--- src/rtl/prot_cfg.svh ---
// Constants for the protection bypass interlock: modes, offsets, reset values, timing.
`ifndef PROT_CFG_SVH
`define PROT_CFG_SVH
`define CLK_HZ 20000000
`define SD_DELAY_S 10
`define MODE_SHUTDOWN 2'h0
`define MODE_REFUEL 2'h1
`define MODE_STARTUP 2'h2
`define MODE_RUN 2'h3
`define OFS_STATUS 8'h00
`define OFS_ALARM 8'h04
`define OFS_STAGGER 8'h08
`define STAGGER_RST 16'h0100
`define HTRANS_NONSEQ_BIT 1
`define TLU_RST 4'hF
`define MAN_RST 2'h3
`endif

--- src/rtl/prot_pkg.sv ---
// Types shared by the protection bypass interlock design.
package prot_pkg;
  typedef logic [1:0] mode_type;
  typedef enum logic [2:0] {
    STG_OFF = 3'b001,
    STG_HALF = 3'b010,
    STG_FULL = 3'b100
  } stagger_state_type;
endpackage

--- src/rtl/protection_bypass_interlock.sv ---
// Maintenance bypass interlocks, trip voting, mode switch logic and trip seal-in.
// What this block does
// - Only one sensor-division bypass at a time; other requests inhibited.
// - With a sensor bypass, vote becomes two-out-of-three of remaining divisions.
// - Sensor bypass masks all trip inputs from that division at each logic unit.
// - A bypass switch with lost communication counts as no bypass.
// - Every active maintenance bypass alarms; sensor alarm names the division.
// - Out-of-service bypass masks one logic unit output; one at a time; alarmed.
// - An out-of-service division still trips on its manual trip.
// - Sensor and out-of-service interlocks are independent and may coexist.
// - Two unbypassed trips always scram; no bypass removes a scram function.
// - Automatic trip reset is accepted only after trip inputs have cleared.
// - Shutdown mode position initiates a scram.
// - Shutdown/refuel enable non-coincident, accumulator bypass, valve/bus bypass.
// - Startup enables non-coincident and valve/bus bypass, disables accumulator bypass.
// - Run disables all those bypasses and bypasses startup-range monitor trips.
// - Two manual scram inputs scram regardless of any other channel state.
// - Each divisional manual trip trips that division's actuators.
// - Any two divisional manual trips give a full scram.
// - Trips seal in until reset by up to five reset inputs.
// - Manual reset clears both manual trips, re-energizing two groups at a time.
// - Four divisional resets each clear that division's sealed automatic trip.
// - Two manual switches suppress the shutdown-position scram, for outages only.
// - Shutdown scram self-bypasses after about ten seconds, with indication.
// - Startup/run remove accumulator bypass; alarm if a switch is left in bypass.
// - Run forces coincident monitor trips; alarm if a selector says non-coincident.
//
// The register addresses and the AHB-Lite register port were chosen for this implementation.
`timescale 1ns/1ps
`include "prot_cfg.svh"
module protection_bypass_interlock #(
  parameter int PARAMS = 4,
  parameter int TIMER_W = 28,
  parameter logic [TIMER_W-1:0] SD_DELAY_CYCLES = TIMER_W'(`SD_DELAY_S * `CLK_HZ)
) (
  input wire logic sys_clk,
  input wire logic rst_n,
  input wire logic hsel,
  input wire logic [31:0] haddr,
  input wire logic [1:0] htrans,
  input wire logic hwrite,
  input wire logic [2:0] hsize,
  input wire logic [31:0] hwdata,
  input wire logic hready,
  output logic [31:0] hrdata,
  output logic hreadyout,
  output logic hresp,
  input wire logic [4*PARAMS-1:0] sensTrip,
  input wire logic [3:0] sensBypSw,
  input wire logic [3:0] sensBypComm,
  input wire logic [3:0] oosBypSw,
  input wire logic [3:0] oosBypComm,
  input wire prot_pkg::mode_type modeSel,
  input wire logic [3:0] divManTrip,
  input wire logic [1:0] manScram,
  input wire logic manReset,
  input wire logic [3:0] divReset,
  input wire logic [1:0] sdBypSw,
  input wire logic [3:0] accumBypSw,
  input wire logic [3:0] nonCoincSel,
  output logic [3:0] divActTrip,
  output logic fullScram,
  output logic [3:0] solenoidOn,
  output logic [3:0] sensBypAlarm,
  output logic [3:0] oosAlarm,
  output logic sdBypIndicate,
  output logic nonCoincEnable,
  output logic [3:0] accumBypActive,
  output logic valveBusBypEnable,
  output logic startupMonBypass,
  output logic accumSwAlarm,
  output logic coincSelAlarm
);
  import prot_pkg::*;

  localparam int IN_W = 4 * PARAMS + 39;

  function automatic logic atLeastTwo(input logic [3:0] v);
    atLeastTwo = (v[0] & (v[1] | v[2] | v[3])) | (v[1] & (v[2] | v[3])) | (v[2] & v[3]);
  endfunction

  // Holds an established bypass while its request stays; grants a lone new request.
  function automatic logic [3:0] grantOne(input logic [3:0] req, input logic [3:0] cur);
    logic [3:0] g;
    g = 4'h0;
    if (cur != 4'h0) begin
      g = cur & req;
    end else if (req != 4'h0 && (req & (req - 4'h1)) == 4'h0) begin
      g = req;
    end
    grantOne = g;
  endfunction

  // Every field input pin passes two flops before any logic looks at it; the AHB pins are used directly.
  logic [IN_W-1:0] syncA_reg;
  logic [IN_W-1:0] syncB_reg;
  always_ff @(posedge sys_clk or negedge rst_n) begin
    if (!rst_n) begin
      syncA_reg <= '0;
      syncB_reg <= '0;
    end else begin
      syncA_reg <= {sensTrip, sensBypSw, sensBypComm, oosBypSw, oosBypComm, modeSel,
                    divManTrip, manScram, manReset, divReset, sdBypSw, accumBypSw,
                    nonCoincSel};
      syncB_reg <= syncA_reg;
    end
  end

  wire logic [4*PARAMS-1:0] sTrip;
  wire logic [3:0] sSensSw;
  wire logic [3:0] sSensComm;
  wire logic [3:0] sOosSw;
  wire logic [3:0] sOosComm;
  wire mode_type sMode;
  wire logic [3:0] sDivMan;
  wire logic [1:0] sManScram;
  wire logic sManReset;
  wire logic [3:0] sDivReset;
  wire logic [1:0] sSdByp;
  wire logic [3:0] sAccumSw;
  wire logic [3:0] sNonCoinc;
  assign {sTrip, sSensSw, sSensComm, sOosSw, sOosComm, sMode, sDivMan, sManScram,
          sManReset, sDivReset, sSdByp, sAccumSw, sNonCoinc} = syncB_reg;

  wire logic [3:0] sensReq = sSensSw & sSensComm;
  wire logic [3:0] oosReq = sOosSw & sOosComm;

  logic [3:0] sensByp_reg;
  logic [3:0] oosByp_reg;
  wire logic [3:0] sensByp_next = grantOne(sensReq, sensByp_reg);
  wire logic [3:0] oosByp_next = grantOne(oosReq, oosByp_reg);

  logic [PARAMS-1:0] paramTrip;
  always_comb begin
    for (int p = 0; p < PARAMS; p++) begin
      paramTrip[p] = atLeastTwo({sTrip[3*PARAMS+p], sTrip[2*PARAMS+p],
                                 sTrip[PARAMS+p], sTrip[p]} & ~sensByp_reg);
    end
  end
  wire logic autoTrip = |paramTrip;

  // Mode switch decode.
  wire logic modeSd = (sMode == `MODE_SHUTDOWN);
  wire logic modeRefuel = (sMode == `MODE_REFUEL);
  wire logic modeStartup = (sMode == `MODE_STARTUP);
  wire logic modeRun = (sMode == `MODE_RUN);

  logic [TIMER_W-1:0] sdTimer_reg;
  wire logic sdTimeUp = (sdTimer_reg >= SD_DELAY_CYCLES);
  wire logic [TIMER_W-1:0] sdTimer_next =
      !modeSd ? '0 : (sdTimeUp ? sdTimer_reg : sdTimer_reg + TIMER_W'(1));
  wire logic sdScram = modeSd & ~sdTimeUp & ~(|sSdByp);

  // Sealed-in trip systems; in each a new trip wins over a same-cycle reset.
  logic [3:0] tluSeal_reg;
  logic [3:0] divMan_reg;
  logic [1:0] manTrip_reg;
  logic manResetD_reg;
  wire logic manResetPulse = sManReset & ~manResetD_reg;
  wire logic [3:0] tluSeal_next = {4{autoTrip}} |
                                  (tluSeal_reg & ~(sDivReset & {4{~autoTrip}}));
  wire logic [3:0] divMan_next = sDivMan | (divMan_reg & ~(sDivReset & ~sDivMan));
  wire logic [1:0] manSet = sManScram | {2{sdScram}};
  wire logic [1:0] manTrip_next = manSet | (manTrip_reg & ~{2{manResetPulse}});

  wire logic [3:0] divOut = (tluSeal_reg & ~oosByp_reg) | divMan_reg;
  wire logic scramNext = atLeastTwo(divOut) | atLeastTwo(divMan_reg) | (|manTrip_reg) |
                         (|sManScram);
  // A manual reset clears the manual seal in the cycle it starts the stagger, so the
  // sequencer judges by the seal that follows; otherwise no reset could ever start it.
  wire logic scramHold = atLeastTwo(divOut) | atLeastTwo(divMan_reg) | (|manTrip_next) |
                         (|sManScram);

  always_ff @(posedge sys_clk or negedge rst_n) begin
    if (!rst_n) begin
      sensByp_reg <= 4'h0;
      oosByp_reg <= 4'h0;
      sdTimer_reg <= '0;
      tluSeal_reg <= `TLU_RST;
      divMan_reg <= 4'h0;
      manTrip_reg <= `MAN_RST;
      manResetD_reg <= 1'b0;
      divActTrip <= `TLU_RST;
      fullScram <= 1'b1;
    end else begin
      sensByp_reg <= sensByp_next;
      oosByp_reg <= oosByp_next;
      sdTimer_reg <= sdTimer_next;
      tluSeal_reg <= tluSeal_next;
      divMan_reg <= divMan_next;
      manTrip_reg <= manTrip_next;
      manResetD_reg <= sManReset;
      divActTrip <= divOut;
      fullScram <= scramNext;
    end
  end

  logic [15:0] stagger_reg;
  logic [3:0] groupOn;
  solenoid_stagger u_stagger (
    .sys_clk(sys_clk),
    .rst_n(rst_n),
    .start(manResetPulse),
    .abort(scramHold),
    .interval(stagger_reg),
    .groupOn(groupOn)
  );

  // Mode-dependent bypass permits and alarms.
  // non-coincident and valve/bus all but run; accumulator shutdown/refuel; accumulator alarm startup/run, coincidence alarm run
  wire logic ncEn_next = ~modeRun;
  wire logic accumEn = modeSd | modeRefuel;
  wire logic vbEn_next = ~modeRun;
  wire logic accumAlarm_next = (modeStartup | modeRun) & (|sAccumSw);
  wire logic coincAlarm_next = modeRun & (|sNonCoinc);

  always_ff @(posedge sys_clk or negedge rst_n) begin
    if (!rst_n) begin
      solenoidOn <= 4'h0;
      sensBypAlarm <= 4'h0;
      oosAlarm <= 4'h0;
      sdBypIndicate <= 1'b0;
      nonCoincEnable <= 1'b0;
      accumBypActive <= 4'h0;
      valveBusBypEnable <= 1'b0;
      startupMonBypass <= 1'b0;
      accumSwAlarm <= 1'b0;
      coincSelAlarm <= 1'b0;
    end else begin
      solenoidOn <= groupOn & {4{~scramNext}};
      sensBypAlarm <= sensByp_reg;
      oosAlarm <= oosByp_reg;
      sdBypIndicate <= modeSd & (sdTimeUp | (|sSdByp));
      nonCoincEnable <= ncEn_next;
      accumBypActive <= sAccumSw & {4{accumEn}};
      valveBusBypEnable <= vbEn_next;
      startupMonBypass <= modeRun;
      accumSwAlarm <= accumAlarm_next;
      coincSelAlarm <= coincAlarm_next;
    end
  end

  // AHB-Lite slave: zero wait states, always OKAY, unmapped words read zero.
  logic dWrite_reg;
  logic dRead_reg;
  logic [7:0] dAddr_reg;
  wire logic aValid = hsel & hready & htrans[`HTRANS_NONSEQ_BIT];
  wire logic [31:0] statusWord = {8'h00, sensByp_reg, oosByp_reg, 2'h0, sMode,
                                  manTrip_reg, sdBypIndicate, fullScram,
                                  divMan_reg, tluSeal_reg};
  wire logic [31:0] alarmWord = {20'h00000, accumSwAlarm, coincSelAlarm,
                                 startupMonBypass, valveBusBypEnable,
                                 accumBypActive, solenoidOn};
  wire logic [31:0] rdMux = (dAddr_reg == `OFS_STATUS) ? statusWord :
                            (dAddr_reg == `OFS_ALARM) ? alarmWord :
                            (dAddr_reg == `OFS_STAGGER) ? {16'h0000, stagger_reg} :
                            32'h00000000;

  assign hreadyout = 1'b1;
  assign hresp = 1'b0;
  assign hrdata = dRead_reg ? rdMux : 32'h00000000;

  always_ff @(posedge sys_clk or negedge rst_n) begin
    if (!rst_n) begin
      dWrite_reg <= 1'b0;
      dRead_reg <= 1'b0;
      dAddr_reg <= 8'h00;
      stagger_reg <= `STAGGER_RST;
    end else begin
      if (hready) begin
        dWrite_reg <= aValid & hwrite;
        dRead_reg <= aValid & ~hwrite;
        dAddr_reg <= {haddr[7:2], 2'h0};
      end
      if (dWrite_reg && dAddr_reg == `OFS_STAGGER) begin
        stagger_reg <= hwdata[15:0];
      end
    end
  end
endmodule // protection_bypass_interlock

--- src/rtl/solenoid_stagger.sv ---
// Staggered re-energization sequencer for the four scram pilot solenoid groups.
`timescale 1ns/1ps
module solenoid_stagger (
  input wire logic sys_clk,
  input wire logic rst_n,
  input wire logic start,
  input wire logic abort,
  input wire logic [15:0] interval,
  output logic [3:0] groupOn
);
  import prot_pkg::*;
  stagger_state_type state_reg;
  stagger_state_type state_next;
  logic [15:0] cnt_reg;
  logic [15:0] cnt_next;
  logic [3:0] groupOn_next;
  wire logic waitDone = (cnt_reg >= interval);

  always_comb begin
    state_next = state_reg;
    cnt_next = cnt_reg;
    case (state_reg)
      STG_OFF: begin
        cnt_next = 16'h0000;
        if (start && !abort) begin
          state_next = STG_HALF;
        end
      end
      STG_HALF: begin
        cnt_next = cnt_reg + 16'h0001;
        if (abort) begin
          state_next = STG_OFF;
        end else if (waitDone) begin
          state_next = STG_FULL;
        end
      end
      STG_FULL: begin
        if (abort) begin
          state_next = STG_OFF;
        end
      end
      default: begin
        state_next = STG_OFF;
      end
    endcase
  end

  assign groupOn_next = (state_next == STG_FULL) ? 4'hF :
                        (state_next == STG_HALF) ? 4'h3 : 4'h0;

  always_ff @(posedge sys_clk or negedge rst_n) begin
    if (!rst_n) begin
      state_reg <= STG_OFF;
      cnt_reg <= 16'h0000;
      groupOn <= 4'h0;
    end else begin
      state_reg <= state_next;
      cnt_reg <= cnt_next;
      groupOn <= groupOn_next;
    end
  end
endmodule // solenoid_stagger

--- config.mk ---
export PLATFORM = sky130hd
export DESIGN_NAME = protection_bypass_interlock
export DESIGN_NICKNAME = d
export VERILOG_FILES = /design/src/rtl/prot_pkg.sv /design/src/rtl/protection_bypass_interlock.sv /design/src/rtl/solenoid_stagger.sv
export VERILOG_INCLUDE_DIRS = /design/src /design/src/rtl
export SDC_FILE = /design/constraint.sdc
export NUM_CORES = 1
export LEC_CHECK = 0
export BUFFER_PORTS_ARGS = -buffer_cell sky130_fd_sc_hd__buf_2
export CORE_MARGIN = 4
export CORE_UTILIZATION = 54
export DETAILED_ROUTE_END_ITERATION = 8
export PLACE_DENSITY_LB_ADDON = 0.2
export SETUP_SLACK_MARGIN = 0.4
export SYNTH_ARGS = -nofsm -noshare
export SYNTH_HDL_FRONTEND = slang
export SYNTH_SLANG_ARGS = --single-unit
--- constraint.sdc ---
create_clock -name sys_clk -period 3.1 [get_ports sys_clk]
set_input_delay 0.62 -clock sys_clk [delete_from_list [all_inputs] [get_ports sys_clk]]
set_output_delay 0.62 -clock sys_clk [all_outputs]
set_load 0.01 [all_outputs]
* Word level (Yosys, flattened, before mapping)
Cells that the tools add are included.
** Storage, ports and cells
- Input bits :: 129
- Output and inout port bits :: 61
- Register bits after elaboration :: 230
** Cells by class
- Add/subtract/negate cells :: 4
- Equality and inequality tests :: 11
- Multiplexer cells :: 18
- Magnitude comparators :: 2
- Reduce and logical (&&, ||, !) cells :: 21
- Bitwise logic cells :: 102
** Operators by type and width (number)
- $and 4x4->4 :: 17
- $mux 28 :: 2
- $mux 24 :: 2
- $or 1x1->1 :: 38
- $mux 16 :: 2
- $pmux 16 s2 :: 1
- $add 28x1->28 const B :: 1
- $and 1x1->1 :: 28
- $ge 28x28->1 const B :: 1
- $mux 4 :: 5
- $not 4->4 :: 5
- $add 16x1->16 const B :: 1
- $ge 16x16->1 :: 1
- $reduce_bool 4->1 :: 4
- $mux 3 :: 4
- $or 4x4->4 :: 3
- $reduce_or 4->1 :: 3
- $pmux 3 s3 :: 1
- $logic_not 4->1 :: 2
- $logic_not 8->1 :: 1
- $reduce_or 2->1 :: 4
- $sub 4x1->4 const B :: 2
- $not 1->1 :: 7
- $eq 3x2->1 const B :: 2
- 15 further kinds :: 21

* Longest topological paths before layout
- Word-level depth :: 18
- Gate-level depth with buffers :: 8
- Gate-level depth less buffers :: 8

* By module
A second synthesis with hierarchy kept.
** Unflattened totals
- Cell total of the unflattened synthesis :: 763
- Area total of the unflattened synthesis :: 8882.3 µm²
** By module, submodules not included
- protection_bypass_interlock :: cells each 607, area an instance 7452.1 µm², times used 1
- solenoid_stagger :: cells each 156, area an instance 1430.1 µm², times used 1

* Least setup slack after synthesis
Ideal clock, no wire load.
- Kind :: flip-flop to output port
- Start point :: reg dAddr_reg[5]
- End point :: out hrdata[1]
- Required time :: 2.480 ns
- Arrival :: 1.865 ns
- Path buffers :: 0
- Setup slack :: 0.615 ns
- Stages on the path, launching flop included :: 7
- Cell sequence :: dfrtp_1 -> or4_1 -> nor3b_2 -> nand2_1 -> nand2_1 -> o21ai_0 -> a21oi_1
** Between the ends
- Cells in the longest elaborated chain, start to end :: 5
- Elaborated cells on any way between the ends :: 7
** Ends and longest elaborated chain
- start: declaration :: line protection_bypass_interlock.sv:246 : logic [7:0] dAddr_reg;
- start signal: assignment :: line protection_bypass_interlock.sv:273 : dAddr_reg <= {haddr[7:2], 2'h0};
- $eq 6x2->1 (no line)
- $mux 16 :: line protection_bypass_interlock.sv:256 : (dAddr_reg == `OFS_STAGGER) ? {16'h0000, stagger_reg} :
- $mux 16 :: line protection_bypass_interlock.sv:255 : (dAddr_reg == `OFS_ALARM) ? alarmWord :
- $mux 24 (*) :: line protection_bypass_interlock.sv:254 : wire logic [31:0] rdMux = (dAddr_reg == `OFS_STATUS) ? statusWord :
- $mux 24 (*) :: line protection_bypass_interlock.sv:261 : assign hrdata = dRead_reg ? rdMux : 32'h00000000;
- end: declaration :: line protection_bypass_interlock.sv:45 : output logic [31:0] hrdata,
Mark *: on every way between the ends. The rest lies on a longest branch, timed or not.

* Worst setup path in the final report
- Start point :: reg dAddr_reg[6]
- End point :: out hrdata[6]
Same word-level chain as after synthesis.

==> results_dict.tcl <==
set metrics [dict create \
    power_density_mw_per_mm2 602.6 \
    top_layer "met4" \
    drt_pass1_iterations 5 \
    muxShareOfSynthArea 0.01892 \
    slew_headroom 0.5533 \
    antenna_left 0 \
    cts_hold_buf 0 \
    hold_class "in2async" \
    hold_viol 0 \
    avgSynthCellArea_um2 11.58 \
    path_class "reg2out" \
    grt_overflow_total 0 \
    grt_max_degree 82 \
    tightestPinTransition_ns 0.6675 \
    hold_slack_ns 0.1073 \
    synth_cells 765 \
    io_buffers 133 \
    fmax_ghz 0.3379 \
    yosys.area_share.simple 0.1438 \
    clockBufferDepth 3 \
    ys_seq_area_frac 0.6402 \
    critical_path.max_fanout 8 \
    core_mm2 0.01600 \
    antenna_found_initial 0 \
    synth_edf_count 0 \
    setup_violations 0 \
    yosysWarningCount 0 \
    die_h_um 136.1 \
    synth-main-ff-cell "dfrtp_1" \
    worstPathRequired_ns 2.48 \
    drt_wl_total_mm 18.77 \
    layout_commonest_cell "dfrtp_1" \
    place_area_mm2 0.009698 \
    synth_compound_area_frac 0.09547 \
    cts_root_buf "clkbuf_16" \
    cts_num_sinks 226 \
    synth_adder_area_share 0.03022 \
    netlist_area_mm2 0.008860 \
    leakage_nw 4.982 \
    wl_met1_mm 7.835 \
    tns_ns 0 \
    irDropWorstVdd_uv 410.2 \
    cp-end-kind "primary output" \
    synth_top_family_by_area "simple AND/OR/NAND/NOR gates" \
    stdcell_area_mm2 0.01067 \
    initial_core_util 0.5537 \
    drv_slew 0 \
    die_w_um 136.1 \
    rsz0062_at_grt "true" \
    clk-insertion-delay-late_ns 0.50 \
    cp-start-kind "flop" \
    globalplace.congestion 0.8663 \
    num_rows 46 \
    grt_pass1_wl_mm 30.10 \
    first_iter_violations 452 \
    synth.ff_latch_count 226 \
    insertedDiodeCount 0 \
    wl_per_cell_um 16.48 \
    dieArea_mm2 0.01852 \
    period_needed_ns 2.960 \
    via_per_inst 5.299 \
    fin_crit_sh 0.9548 \
    wl_met2_mm 9.107 \
    cts_tree "built" \
    layout.nets 1056 \
    ys_async_sr_fraction 1.000 \
    synth_cell_types 59 \
    drv_cap 0 \
    synth_xor_area_frac 0.02471 \
    h-tree-depth 1 \
    drive_gt1_frac 0.2665 \
    fin_util 0.6671 \
    worst_ep_arrival_time_ns 2.34 \
    io_pins 190 \
    grt_pass1_vias 6098 \
    mostFrequentLayoutCells "dfrtp_1 (213), buf_2 (130), nand2_1 (63), o21ai_0 (61), nor2_1 (52)" \
    dr_wl_met3_mm 1.057 \
    status "completed" \
    grtUsageTotal 0.2047 \
    hpwlAfterDp_mm 13.30 \
    vias 6036 \
    clkTransAtPathRegs_ns 0.06 \
    finalClockSkew_ns 0.01712 \
    cts_buffers 23 \
    areaGrowthSynthToFinish_pct 20.48 \
    drc 0 \
]
## logic make-up (layout without fill, tap and decap cells)
group / count (synthesis) / after routing
other cells: 2 / 10
xor+xnor: 25 / 25
flops: 226 / 226
simple gates: 246 / 247
buf+inv: 85 / 234
mux: 16 / 16
compound gates: 143 / 143
fa+ha+maj: 22 / 22
## stage by stage
step	power [mW]	instances	setup WS, ns
floorplan	3.407	773	0.6153
global placement	3.594	1095	0.4154
detailed placement	3.615	1095	0.3724
CTS	6.493	1138	0.1448
global route	6.692	1139	0.03089
finish	6.432	1139	0.1402
## worst max-delay path: stages, from the launching register on
cell and delay, ns:
dfrtp_1 0.37, or4_4 0.59, nor3b_4 0.25, buf_6 0.20, nand2_2 0.09, a21oi_4 0.20
buf_6 0.13
## final cells by class
cell class / count / area [um^2]
well taps: 216 / 270.3
flip-flops and latches: 226 / 5672
inverters: 51 / 191.4
fillers: 1239 / 5326
clock buffers: 27 / 600.6
clock inverters: 13 / 190.2
repair buffers: 143 / 792.0
multi-input cells: 463 / 2958
## synth_stat cells, types with 3 or more instances
cell type | instances | area (um^2)
dfrtp_1 | 213 | 5330
nand2_1 | 74 | 277.8
o21ai_0 | 63 | 315.3
nor2_1 | 56 | 210.2
inv_1 | 51 | 191.4
a21oi_1 | 39 | 195.2
xnor2_1 | 20 | 175.2
ha_1 | 19 | 237.7
nand3_1 | 19 | 95.09
nor3_1 | 19 | 95.09
buf_4 | 16 | 120.1
dfstp_2 | 13 | 341.6
nand4_1 | 12 | 75.07
clkbuf_1 | 11 | 41.29
mux2i_1 | 10 | 100.1
nor2b_1 | 9 | 56.30
nor4_1 | 9 | 56.30
a21o_1 | 8 | 60.06
and2_1 | 8 | 50.05
nor3_2 | 8 | 80.08
mux2_2 | 6 | 67.56
and3_1 | 5 | 31.28
and4_1 | 5 | 43.79
o22ai_1 | 5 | 31.28
xor2_1 | 5 | 43.79
a22o_1 | 4 | 35.03
buf_2 | 4 | 20.02
nand2b_1 | 4 | 25.02
a22oi_1 | 3 | 22.52
a31oi_1 | 3 | 18.77
buf_6 | 3 | 33.78
maj3_1 | 3 | 30.03
o21a_1 | 3 | 22.52
or3_1 | 3 | 18.77
## report_power, final
group	internal, mW	switching [mW]	leakage (nW)
clock network	1.73	1.12	0.378
registers	3.11	0.0969	2.75
logic	0.146	0.235	1.86
total	4.98	1.45	4.98
## metal layers
layer	GRT usage	up-vias
met3	0.03368	48
met2	0.3316	184
li1	-	2857
met4	0.08791	0
met5	0	-
met1	0.2758	2947
## final timing paths
check / depth (start not counted) / startpoint / endpoint / slack, ns
max: 6 / dAddr_reg[6] / hrdata[6] / 0.14
min: 1 / rst_n / syncB_reg[49] / 0.11
max reg2reg: 7 / stagger_reg[0] / u_stagger.state_reg[1] / 0.79
min reg2reg: 0 / syncA_reg[15] / syncB_reg[15] / 0.34
max in group asynchronous: 2 / rst_n / manTrip_reg[1] / 2.14
min in group sys_clk: 1 / sensBypSw[1] / syncA_reg[36] / 0.22
## what timing repair did
item | 4_1_cts | 5_1_grt
pin swaps | 17 | 7
cloned | 1 | 0
setup endpoints to repair | 24 | 24
setup buffers | 2 | 1
hold endpoints to repair | 0 | 0
gates resized for setup | 30 | 13
Note: power is estimated with default switching activity, not from simulation.
